**src/esm_pkg.sv**
```systemverilog
// shared constants and types for the nonvolatile shadow memory map
package esm_pkg;
   localparam int ADDR_W = 8;
   localparam int CLK_PERIOD_NS = 25;
   localparam int USER_BYTES = 16;
   localparam int PARAM_BYTES = 33;
   localparam logic [7:0] OFF_PROT = 8'h00;
   localparam logic [7:0] OFF_STAT = 8'h01;
   localparam logic [7:0] OFF_REMAINING_ACTIVE_ABSOLUTE_CAPACITY = 8'h02;
   localparam logic [7:0] OFF_REMAINING_STANDBY_ABSOLUTE_CAPACITY = 8'h04;
   localparam logic [7:0] OFF_REMAINING_ACTIVE_RELATIVE_CAPACITY = 8'h06;
   localparam logic [7:0] OFF_REMAINING_STANDBY_RELATIVE_CAPACITY = 8'h07;
   localparam logic [7:0] OFF_AVGI = 8'h08;
   localparam logic [7:0] OFF_TEMP = 8'h0A;
   localparam logic [7:0] OFF_V1 = 8'h0C;
   localparam logic [7:0] OFF_CUR = 8'h0E;
   localparam logic [7:0] OFF_ACR = 8'h10;
   localparam logic [7:0] OFF_ACRF = 8'h12;
   localparam logic [7:0] OFF_AGE = 8'h14;
   localparam logic [7:0] OFF_SFR = 8'h15;
   localparam logic [7:0] OFF_FULL = 8'h16;
   localparam logic [7:0] OFF_AE = 8'h18;
   localparam logic [7:0] OFF_SE = 8'h1A;
   localparam logic [7:0] OFF_V2 = 8'h1C;
   localparam logic [7:0] OFF_CYC = 8'h1E;
   localparam logic [7:0] OFF_NVC = 8'h1F;
   localparam logic [7:0] USER_LO = 8'h20;
   localparam logic [7:0] USER_HI = 8'h2F;
   localparam logic [7:0] PARAM_LO = 8'h60;
   localparam logic [7:0] PARAM_HI = 8'h80;
   localparam logic [7:0] OFF_FGAIN = 8'hB0;
   localparam logic [7:0] OFF_SCMD = 8'hFE;
   localparam logic [7:0] RSVD_READ = 8'hFF;
   localparam int NVC_BUSY_BIT = 7;
   localparam int NVC_ARM_BIT = 6;
   localparam int NVC_PLOCK_BIT = 1;
   localparam int NVC_ULOCK_BIT = 0;
   localparam int REMAINING_ACTIVE_RELATIVE_CAPACITY_STEP_LSB = 2;

   typedef enum logic [2:0] {
      CMD_READ = 3'b000,
      CMD_WRITE = 3'b001,
      CMD_COPY = 3'b010,
      CMD_RECALL = 3'b011,
      CMD_LOCK = 3'b100,
      CMD_OTHER = 3'b111
   } esm_cmd_t;

   typedef enum logic [1:0] {
      ST_POR = 2'b00,
      ST_IDLE = 2'b01,
      ST_COPY = 2'b10,
      ST_LOCK = 2'b11
   } esm_state_t;

   typedef struct packed {
      logic start;
      esm_cmd_t op;
      logic rd;
      logic wr;
      logic [7:0] addr;
      logic [7:0] wdata;
      logic done;
   } esm_req_t;

   typedef struct packed {
      logic [15:0] remaining_active_absolute_capacity, remaining_standby_absolute_capacity, avg_cur, temp, v1, cur, acr_frac;
      logic [15:0] full, aempty, sempty, v2;
      logic [7:0] remaining_active_relative_capacity, remaining_standby_relative_capacity;
   } esm_meas_t;

   typedef struct packed {
      logic acr_we;
      logic [15:0] accumulated_charge;
      logic age_we;
      logic [7:0] age;
      logic cyc_we;
      logic [7:0] cyc;
   } esm_upd_t;

   typedef struct packed {
      logic [7:0] protection, status, special;
      logic [15:0] accumulated_charge;
      logic [7:0] age, cycle;
   } esm_cfg_t;
endpackage

```
**src/esm_nv_access.sv**
```systemverilog
// register map, shadow ram and eeprom copy/recall/lock control
// Functional notes
// - a locked block refuses every write; only a factory erase unlocks it
// - reads of a block behave the same locked or unlocked
// - busy flag bit 7 reads 1 during copy; eeprom writes ignored then
// - lock command ignored unless lock-arm bit 6 is set by writing 1
// - lock must be the next command; any other command clears arm
// - arm clears when a lock finishes and reads 0 after reset
// - bit 1 reads 1 when parameter block 60h..80h is locked
// - bit 0 reads 1 when user block 20h..2Fh is locked
// - one linear byte space of 256 addresses holds everything
// - reserved addresses read FFh
// - 16-bit registers: high byte even address, low byte odd
// - high byte read latches low byte until the read command ends
// - read/write touch shadow; copy moves to cells, recall back
// - block inaccessible until copy finishes; host waits copy time
// - charge and aging saved when relative capacity crosses 4 percent
// - charge, aging, cycle count saved while active, recalled at power-up
// - parameter block: control first, slave address last, params between
// - factory gain readable, not writable, at fixed pair
`timescale 1ns/100ps
module esm_nv_access_top import esm_pkg::*; #(
   parameter int EEC_TIME_NS = 10000000,
   parameter logic [15:0] FACTORY_GAIN = 16'h0400
) (
   input wire logic sys_clk, // 40 MHz system clock
   input wire logic rstn, // asynchronous reset, active low
   input wire esm_req_t req, // byte access and command requests
   input wire esm_meas_t meas, // live measurement values
   input wire esm_upd_t upd, // gauge core register updates
   input wire logic factory_erase, // clears cells and lock flags
   output logic [7:0] rdata, // read byte, registered
   output logic rd_valid, // pulse with rdata
   output esm_cfg_t cfg, // writable registers to the core
   output logic [PARAM_BYTES-1:0][7:0] param_shadow, // parameter block
   output logic busy, // copy or lock in progress
   output logic scmd_valid, // pulse on command-port write
   output logic [7:0] scmd_byte // byte written to the command port
);
   localparam int EEC_CYC_RAW =
      (EEC_TIME_NS + CLK_PERIOD_NS - 1) / CLK_PERIOD_NS;
   localparam int EEC_CYC = (EEC_CYC_RAW < 1) ? 1 : EEC_CYC_RAW;
   localparam int TIMER_W = $clog2(EEC_CYC + 1);

   typedef struct packed {
      esm_state_t state;
      logic [TIMER_W-1:0] timer;
      logic blk_param;
      logic arm;
      logic lat_vld;
      logic [7:0] lat_addr;
      logic [7:0] lat_lo;
      logic [7:0] rdata;
      logic rd_valid;
      esm_cfg_t cfg;
      logic [5:0] remaining_active_relative_capacity_step;
      logic remaining_active_relative_capacity_seen;
      logic scmd_valid;
      logic [7:0] scmd_byte;
      logic [USER_BYTES-1:0][7:0] user;
      logic [PARAM_BYTES-1:0][7:0] param;
   } esm_st_t;

   // cells survive reset; only a factory erase touches them wholesale
   typedef struct packed {
      logic ulock;
      logic plock;
      logic [USER_BYTES-1:0][7:0] user;
      logic [PARAM_BYTES-1:0][7:0] param;
      logic [15:0] accumulated_charge;
      logic [7:0] age;
      logic [7:0] cyc;
   } esm_nv_t;

   esm_st_t st_r, st_nxt;
   esm_nv_t nv_r, nv_nxt;
   logic [1:0] rst_sync_r;
   logic rst_n;

   always_ff @(posedge sys_clk or negedge rstn) begin
      if (!rstn) begin
         rst_sync_r <= 2'b00;
      end else begin
         rst_sync_r <= {rst_sync_r[0], 1'b1};
      end
   end
   assign rst_n = rst_sync_r[1];

   function automatic logic in_user(input logic [7:0] a);
      return (a >= USER_LO) && (a <= USER_HI);
   endfunction

   function automatic logic in_param(input logic [7:0] a);
      return (a >= PARAM_LO) && (a <= PARAM_HI);
   endfunction

   function automatic logic pair_hi(input logic [7:0] a);
      return a inside {OFF_REMAINING_ACTIVE_ABSOLUTE_CAPACITY, OFF_REMAINING_STANDBY_ABSOLUTE_CAPACITY, OFF_AVGI, OFF_TEMP, OFF_V1,
         OFF_CUR, OFF_ACR, OFF_ACRF, OFF_FULL, OFF_AE, OFF_SE, OFF_V2,
         OFF_FGAIN};
   endfunction

   function automatic logic [3:0] uidx(input logic [7:0] a);
      return 4'(a - USER_LO);
   endfunction

   function automatic logic [5:0] pidx(input logic [7:0] a);
      return 6'(a - PARAM_LO);
   endfunction

   // live byte at an address, before the pair latch is applied
   function automatic logic [7:0] raw_byte(input logic [7:0] a);
      logic [7:0] v;
      v = RSVD_READ;
      case (a)
         OFF_PROT: v = st_r.cfg.protection;
         OFF_STAT: v = st_r.cfg.status;
         OFF_REMAINING_ACTIVE_ABSOLUTE_CAPACITY: v = meas.remaining_active_absolute_capacity[15:8];
         OFF_REMAINING_ACTIVE_ABSOLUTE_CAPACITY + 8'h01: v = meas.remaining_active_absolute_capacity[7:0];
         OFF_REMAINING_STANDBY_ABSOLUTE_CAPACITY: v = meas.remaining_standby_absolute_capacity[15:8];
         OFF_REMAINING_STANDBY_ABSOLUTE_CAPACITY + 8'h01: v = meas.remaining_standby_absolute_capacity[7:0];
         OFF_REMAINING_ACTIVE_RELATIVE_CAPACITY: v = meas.remaining_active_relative_capacity;
         OFF_REMAINING_STANDBY_RELATIVE_CAPACITY: v = meas.remaining_standby_relative_capacity;
         OFF_AVGI: v = meas.avg_cur[15:8];
         OFF_AVGI + 8'h01: v = meas.avg_cur[7:0];
         OFF_TEMP: v = meas.temp[15:8];
         OFF_TEMP + 8'h01: v = meas.temp[7:0];
         OFF_V1: v = meas.v1[15:8];
         OFF_V1 + 8'h01: v = meas.v1[7:0];
         OFF_CUR: v = meas.cur[15:8];
         OFF_CUR + 8'h01: v = meas.cur[7:0];
         OFF_ACR: v = st_r.cfg.accumulated_charge[15:8];
         OFF_ACR + 8'h01: v = st_r.cfg.accumulated_charge[7:0];
         OFF_ACRF: v = meas.acr_frac[15:8];
         OFF_ACRF + 8'h01: v = meas.acr_frac[7:0];
         OFF_AGE: v = st_r.cfg.age;
         OFF_SFR: v = st_r.cfg.special;
         OFF_FULL: v = meas.full[15:8];
         OFF_FULL + 8'h01: v = meas.full[7:0];
         OFF_AE: v = meas.aempty[15:8];
         OFF_AE + 8'h01: v = meas.aempty[7:0];
         OFF_SE: v = meas.sempty[15:8];
         OFF_SE + 8'h01: v = meas.sempty[7:0];
         OFF_V2: v = meas.v2[15:8];
         OFF_V2 + 8'h01: v = meas.v2[7:0];
         OFF_CYC: v = st_r.cfg.cycle;
         OFF_NVC: begin
            v = 8'h00;
            v[NVC_BUSY_BIT] = (st_r.state == ST_COPY);
            v[NVC_ARM_BIT] = st_r.arm;
            v[NVC_PLOCK_BIT] = nv_r.plock;
            v[NVC_ULOCK_BIT] = nv_r.ulock;
         end
         OFF_FGAIN: v = FACTORY_GAIN[15:8];
         OFF_FGAIN + 8'h01: v = FACTORY_GAIN[7:0];
         default: begin
            // block is unreadable only while its own copy runs
            if (in_user(a) &&
                !(st_r.state == ST_COPY && !st_r.blk_param)) begin
               v = st_r.user[uidx(a)];
            end else if (in_param(a) &&
                !(st_r.state == ST_COPY && st_r.blk_param)) begin
               v = st_r.param[pidx(a)];
            end
         end
      endcase
      return v;
   endfunction

   always_comb begin
      logic idle;
      logic tgt_ok;
      logic tgt_param;
      logic tgt_locked;
      idle = (st_r.state == ST_IDLE);
      tgt_ok = in_user(req.addr) || in_param(req.addr);
      tgt_param = in_param(req.addr);
      tgt_locked = tgt_param ? nv_r.plock : nv_r.ulock;
      st_nxt = st_r;
      nv_nxt = nv_r;
      st_nxt.rd_valid = 1'b0;
      st_nxt.scmd_valid = 1'b0;

      if (upd.acr_we) begin
         st_nxt.cfg.accumulated_charge = upd.accumulated_charge;
      end
      if (upd.age_we) begin
         st_nxt.cfg.age = upd.age;
      end
      if (upd.cyc_we) begin
         st_nxt.cfg.cycle = upd.cyc;
      end

      // background save on each 4 percent step of relative capacity
      st_nxt.remaining_active_relative_capacity_step = meas.remaining_active_relative_capacity[7:REMAINING_ACTIVE_RELATIVE_CAPACITY_STEP_LSB];
      st_nxt.remaining_active_relative_capacity_seen = 1'b1;
      if (st_r.remaining_active_relative_capacity_seen && st_r.state != ST_POR &&
          meas.remaining_active_relative_capacity[7:REMAINING_ACTIVE_RELATIVE_CAPACITY_STEP_LSB] != st_r.remaining_active_relative_capacity_step) begin
         nv_nxt.accumulated_charge = st_r.cfg.accumulated_charge;
         nv_nxt.age = st_r.cfg.age;
         nv_nxt.cyc = st_r.cfg.cycle;
      end

      case (st_r.state)
         ST_POR: begin
            st_nxt.user = nv_r.user;
            st_nxt.param = nv_r.param;
            st_nxt.cfg.accumulated_charge = nv_r.accumulated_charge;
            st_nxt.cfg.age = nv_r.age;
            st_nxt.cfg.cycle = nv_r.cyc;
            st_nxt.state = ST_IDLE;
         end
         ST_COPY, ST_LOCK: begin
            st_nxt.timer = st_r.timer - TIMER_W'(1);
            if (st_r.timer == TIMER_W'(1)) begin
               st_nxt.state = ST_IDLE;
               if (st_r.state == ST_COPY) begin
                  if (st_r.blk_param) begin
                     nv_nxt.param = st_r.param;
                  end else begin
                     nv_nxt.user = st_r.user;
                  end
               end else begin
                  st_nxt.arm = 1'b0;
                  if (st_r.blk_param) begin
                     nv_nxt.plock = 1'b1;
                  end else begin
                     nv_nxt.ulock = 1'b1;
                  end
               end
            end
         end
         ST_IDLE: begin
         end
         default: begin
            st_nxt.state = ST_IDLE;
         end
      endcase

      if (st_r.state != ST_POR) begin
         if (req.start) begin
            if (st_r.arm && req.op != CMD_LOCK) begin
               st_nxt.arm = 1'b0;
            end
            case (req.op)
               CMD_COPY: begin
                  // a locked block keeps its cells untouched
                  if (idle && tgt_ok && !tgt_locked) begin
                     st_nxt.state = ST_COPY;
                     st_nxt.timer = TIMER_W'(EEC_CYC);
                     st_nxt.blk_param = tgt_param;
                  end
               end
               CMD_RECALL: begin
                  if (idle && tgt_ok) begin
                     if (tgt_param) begin
                        st_nxt.param = nv_r.param;
                     end else begin
                        st_nxt.user = nv_r.user;
                     end
                  end
               end
               CMD_LOCK: begin
                  if (st_r.arm && idle && tgt_ok) begin
                     st_nxt.state = ST_LOCK;
                     st_nxt.timer = TIMER_W'(EEC_CYC);
                     st_nxt.blk_param = tgt_param;
                  end else begin
                     st_nxt.arm = 1'b0;
                  end
               end
               default: begin
               end
            endcase
         end

         if (req.rd) begin
            st_nxt.rd_valid = 1'b1;
            if (st_r.lat_vld && req.addr == st_r.lat_addr + 8'h01) begin
               st_nxt.rdata = st_r.lat_lo;
            end else begin
               st_nxt.rdata = raw_byte(req.addr);
            end
            if (pair_hi(req.addr)) begin
               st_nxt.lat_vld = 1'b1;
               st_nxt.lat_addr = req.addr;
               st_nxt.lat_lo = raw_byte(req.addr + 8'h01);
            end
         end

         if (req.wr) begin
            case (req.addr)
               OFF_PROT: st_nxt.cfg.protection = req.wdata;
               OFF_STAT: st_nxt.cfg.status = req.wdata;
               OFF_ACR: st_nxt.cfg.accumulated_charge[15:8] = req.wdata;
               OFF_ACR + 8'h01: st_nxt.cfg.accumulated_charge[7:0] = req.wdata;
               OFF_AGE: st_nxt.cfg.age = req.wdata;
               OFF_SFR: st_nxt.cfg.special = req.wdata;
               OFF_CYC: st_nxt.cfg.cycle = req.wdata;
               OFF_NVC: st_nxt.arm = req.wdata[NVC_ARM_BIT];
               OFF_SCMD: begin
                  st_nxt.scmd_valid = 1'b1;
                  st_nxt.scmd_byte = req.wdata;
               end
               default: begin
                  // any write to either block is dropped during a copy
                  if (in_user(req.addr) && st_r.state != ST_COPY &&
                      !nv_r.ulock) begin
                     st_nxt.user[uidx(req.addr)] = req.wdata;
                  end else if (in_param(req.addr) &&
                      st_r.state != ST_COPY && !nv_r.plock) begin
                     st_nxt.param[pidx(req.addr)] = req.wdata;
                  end
               end
            endcase
         end

         if (req.done) begin
            st_nxt.lat_vld = 1'b0;
         end
      end

      if (factory_erase) begin
         nv_nxt = '0;
      end
   end

   always_ff @(posedge sys_clk or negedge rst_n) begin
      if (!rst_n) begin
         st_r <= '0; // arm reads 0 after reset
      end else begin
         st_r <= st_nxt;
      end
   end

   // no reset: the cells model storage that outlives power cycles
   always_ff @(posedge sys_clk) begin
      nv_r <= nv_nxt;
   end

   assign rdata = st_r.rdata;
   assign rd_valid = st_r.rd_valid;
   assign cfg = st_r.cfg;
   assign param_shadow = st_r.param;
   assign busy = (st_r.state == ST_COPY) || (st_r.state == ST_LOCK);
   assign scmd_valid = st_r.scmd_valid;
   assign scmd_byte = st_r.scmd_byte;

   logic user_wr_hit;
   assign user_wr_hit = req.wr && in_user(req.addr) && st_r.state != ST_POR;
endmodule

```
**config.mk**
```make
export PLATFORM = sky130hd
export DESIGN_NAME = esm_nv_access_top
export DESIGN_NICKNAME = d
export VERILOG_FILES = /design/src/esm_pkg.sv /design/src/esm_nv_access.sv
export SDC_FILE = /design/constraint.sdc
export NUM_CORES = 2
export LEC_CHECK = 0
export ABC_CLOCK_PERIOD_IN_PS = 14800
export BUFFER_PORTS_ARGS = -buffer_cell sky130_fd_sc_hd__buf_2
export CAP_MARGIN = 20
export CORE_ASPECT_RATIO = 1.75
export CORE_UTILIZATION = 35
export CTS_CLUSTER_DIAMETER = 60
export DETAILED_ROUTE_END_ITERATION = 8
export SETUP_SLACK_MARGIN = 0.2
export SYNTH_ARGS = -nofsm -noshare
export SYNTH_HDL_FRONTEND = slang
export SYNTH_SLANG_ARGS = --single-unit
```
**constraint.sdc**
```tcl
create_clock -name sys_clk -period 14.8 [get_ports sys_clk]
set_clock_uncertainty 0.2 [all_clocks]
set_input_delay 2.96 -clock sys_clk [delete_from_list [all_inputs] [get_ports sys_clk]]
set_output_delay 2.96 -clock sys_clk [all_outputs]
set_load 0.02 [all_outputs]
```
==> metrics.txt <==
post-synth cell types between 90 and 100; DP Worst Slack 6.29 ns; drt drc 0; WL final 276000 um; PortBufs between 500 and 600; hpwl dp between 150000 and 200000 um; Final WS setup 6.62 ns; largest net degree at the start of global routing around 190; # rows about 180; Top Ports roughly 600; predominant post-synthesis flop cell dfrtp_1; HP Class reg2async; number of synthesized flops with an enable pin 0; number of DRC markers in iteration 0 ~7000; most common cell after layout, fill and taps aside nand2_1; most frequent cells in the layout nand2_1, a21oi_1, buf_2; core area 141000 sq um; Final ANT Viol Nets 0; Setup CP Type in2reg; WP data arrival 8.49 ns; Die Area roughly 140000 sq um; Critical Path RT approximately 15 ns; Mapped Cells a little under 6000; most used cell, CP buf_4; Mapped Area roughly 50000 sq um; #FFs+latches synth between 900 and 1000; Synth async-reset ratio 0.547; fin crit period ~8 ns; pwr dens about 110 nW/um^2; endpoints failing hold 0; CP max stage delay approximately 1.1 ns; RSZ-0062 raised after global routing no; cts repair resizes 0; register area share after synthesis 0.430; CTS sink count 941; layout cells sized above 1 0.187; Longest Clk Path Bufs 3; status finished with violations; Final setup viols 0; area growth from synthesis to layout 10.3%; Peak supply drop 0.110 mV; first-pass GRT wire length around 380000 um; DR WL/cell around 35 um; final worst path period share 0.553; CP Max Fanout 44; drt first pass iters 7; CTS tree built; Crit-path slowest cell a2111oi_0; total negative slack 0 ns; H-tree depth 3; Cell Chain, Critical Path buf_4 > buf_4 > inv_1 > buf_4 > ha_2 > buf_4 > inv_1 > nor3_2 > buf_4 > a222oi_1 > and3_1 > nor3_1 > or4_1 > a2111oi_0 > a21oi_1; gpl congestion about 1.1; Die H ~500 um; register area between 20000 and 25000 sq um; mean area per synthesized cell roughly 8.5 sq um; Vias around 50000; Worst Path Buf+Inv 7; clock tree root buffer cell clkbuf_16; CTS buffer count 97; Setup crit end kind flop; starting density of the core 0.353; Worst Tran Pin Value ~1.5 ns; Slew HR -0.00681; area of the multi-input gates between 20000 and 25000 sq um; Static Leak between 20 and 25 nW; startpoint types input port; Fmax 122 MHz; Die Width ~290 um; CP top delay family buffers and inverters; post-CTS setup repair buffer count 0; clock transition at the registers of the reported paths around 0.060 ns; fill cell count 14400; failing checks max-slew violations; total grt overflow 0; routed vias/inst ~6.4; max-slew violations 2; initial antenna violation count between 40 and 50; fin nets approximately 6200; vias in the first global route 47600; GRT Resource Usage Total 0.373; max cap viols 0; hold buffer count at cts 0; yosys synthesis warning count 0; Clock Latency Late Sink approximately 0.74 ns
==> worst register-to-register path: cells and delay by family (launching register included) <==
kind,cells,cell delay [ns]
AO/OA/AOI/OAI,1,0.19
AND/OR/NAND/NOR,6,3.05
buffers and inverters,1,0.87
flip-flops,1,0.41
==> synthesized netlist by cell type, types with 12 or more instances <==
library cell,instances,area [sq um]
dfxtp_1,426,8530
nand2_1,1031,3870
nor4_1,16,100
nand2_2,29,181
a222oi_1,16,160
a21oi_1,891,4460
nand3_1,66,330
o211ai_1,14,105
a31oi_1,46,288
buf_2,84,420
mux2_2,69,777
nor2b_1,15,93.8
mux2i_1,112,1120
and3_1,31,194
a32oi_1,32,280
o21ai_0,130,651
a21oi_4,29,472
a22o_1,44,385
dfrtp_1,515,12900
xnor2_1,26,228
buf_6,63,709
nor3_1,43,215
a221oi_1,68,596
or3_1,45,282
a211oi_1,23,173
clkbuf_1,285,1070
o22ai_1,405,2530
nand4_1,42,263
buf_4,351,2640
mux4_2,38,856
a2111oi_0,12,105
a22oi_1,136,1020
inv_1,13,48.8
nor2_1,539,2020
==> layer usage <==
metal | track usage | routed length, um | vias up
met5 | 0 | 197 | -
met4 | 0.336 | 28800 | 32
met3 | 0.121 | 30600 | 1216
met2 | 0.576 | 124000 | 3744
li1 | - | - | 20900
met1 | 0.406 | 92900 | 24700
==> logic make-up after synthesis <==
group,after synthesis,share of synthesized area
AO/OA/AOI/OAI,1934,0.242
XOR/XNOR,36,0.00633
adder cells (fa/ha/maj),7,0.00176
buffers and inverters,808,0.0989
flip-flops,941,0.430
multiplexers,219,0.0553
other,1,0.0000753
AND/OR/NAND/NOR,1942,0.166
==> per-stage QoR <==
step,hold slack (ns),cells,instance area (sq um),power (W),utilization
after floorplan,0.131,5889,49800,0.00318,-
after global placement,0.0997,7661,51500,0.00355,0.366
after detailed placement,0.107,7665,51600,0.00355,0.366
after CTS,0.113,7847,54900,0.00612,0.389
after global routing,0.129,7855,54900,0.00627,0.390
final,0.102,7874,55000,0.00615,0.390
==> report_power, final <==
group	total, W	internal (W)	leakage, nW	switching, W
clock network	0.00260	0.00146	1.61	0.00114
registers	0.00277	0.00263	8.40	0.000140
logic	0.000783	0.000222	10.3	0.000561
total	0.00615	0.00431	20.4	0.00184
==> flip-flops by register name, summed over array words and instances (netlist names) <==
signal	cells
cfg	56
scmd_byte	8
nv_r	426
rst_sync_r	2
rdata	8
scmd_valid	1
param_shadow	264
st_r	175
rd_valid	1
==> path summary, 6_finish.rpt <==
path                       cells past startpoint           endpoint     startpoint  slack (ns)
min in group sys_clk                           0      rst_sync_r[1]  rst_sync_r[0]        0.15
max in group asynchronous                      2            cfg[31]  rst_sync_r[1]       12.15
setup reg to reg                               8          nv_r[259]      st_r[502]       10.00
setup / recovery                              15           rdata[2]         req[9]        6.62
hold reg to reg                                0  param_shadow[240]  rst_sync_r[1]        0.10
hold / removal                                 0  param_shadow[240]  rst_sync_r[1]        0.10
==> area by class of cell <==
class / count / share of cell area
Antenna cell: 24 / 0.00109
Clock buffer: 153 / 0.0530
Clock inverter: 29 / 0.00712
Inverter: 17 / 0.00116
Multi-Input combinational cell: 4140 / 0.431
Sequential cell: 941 / 0.390
Tap cell: 1840 / 0.0419
Timing Repair Buffer: 730 / 0.0747
(Power assumes the default switching activity.)
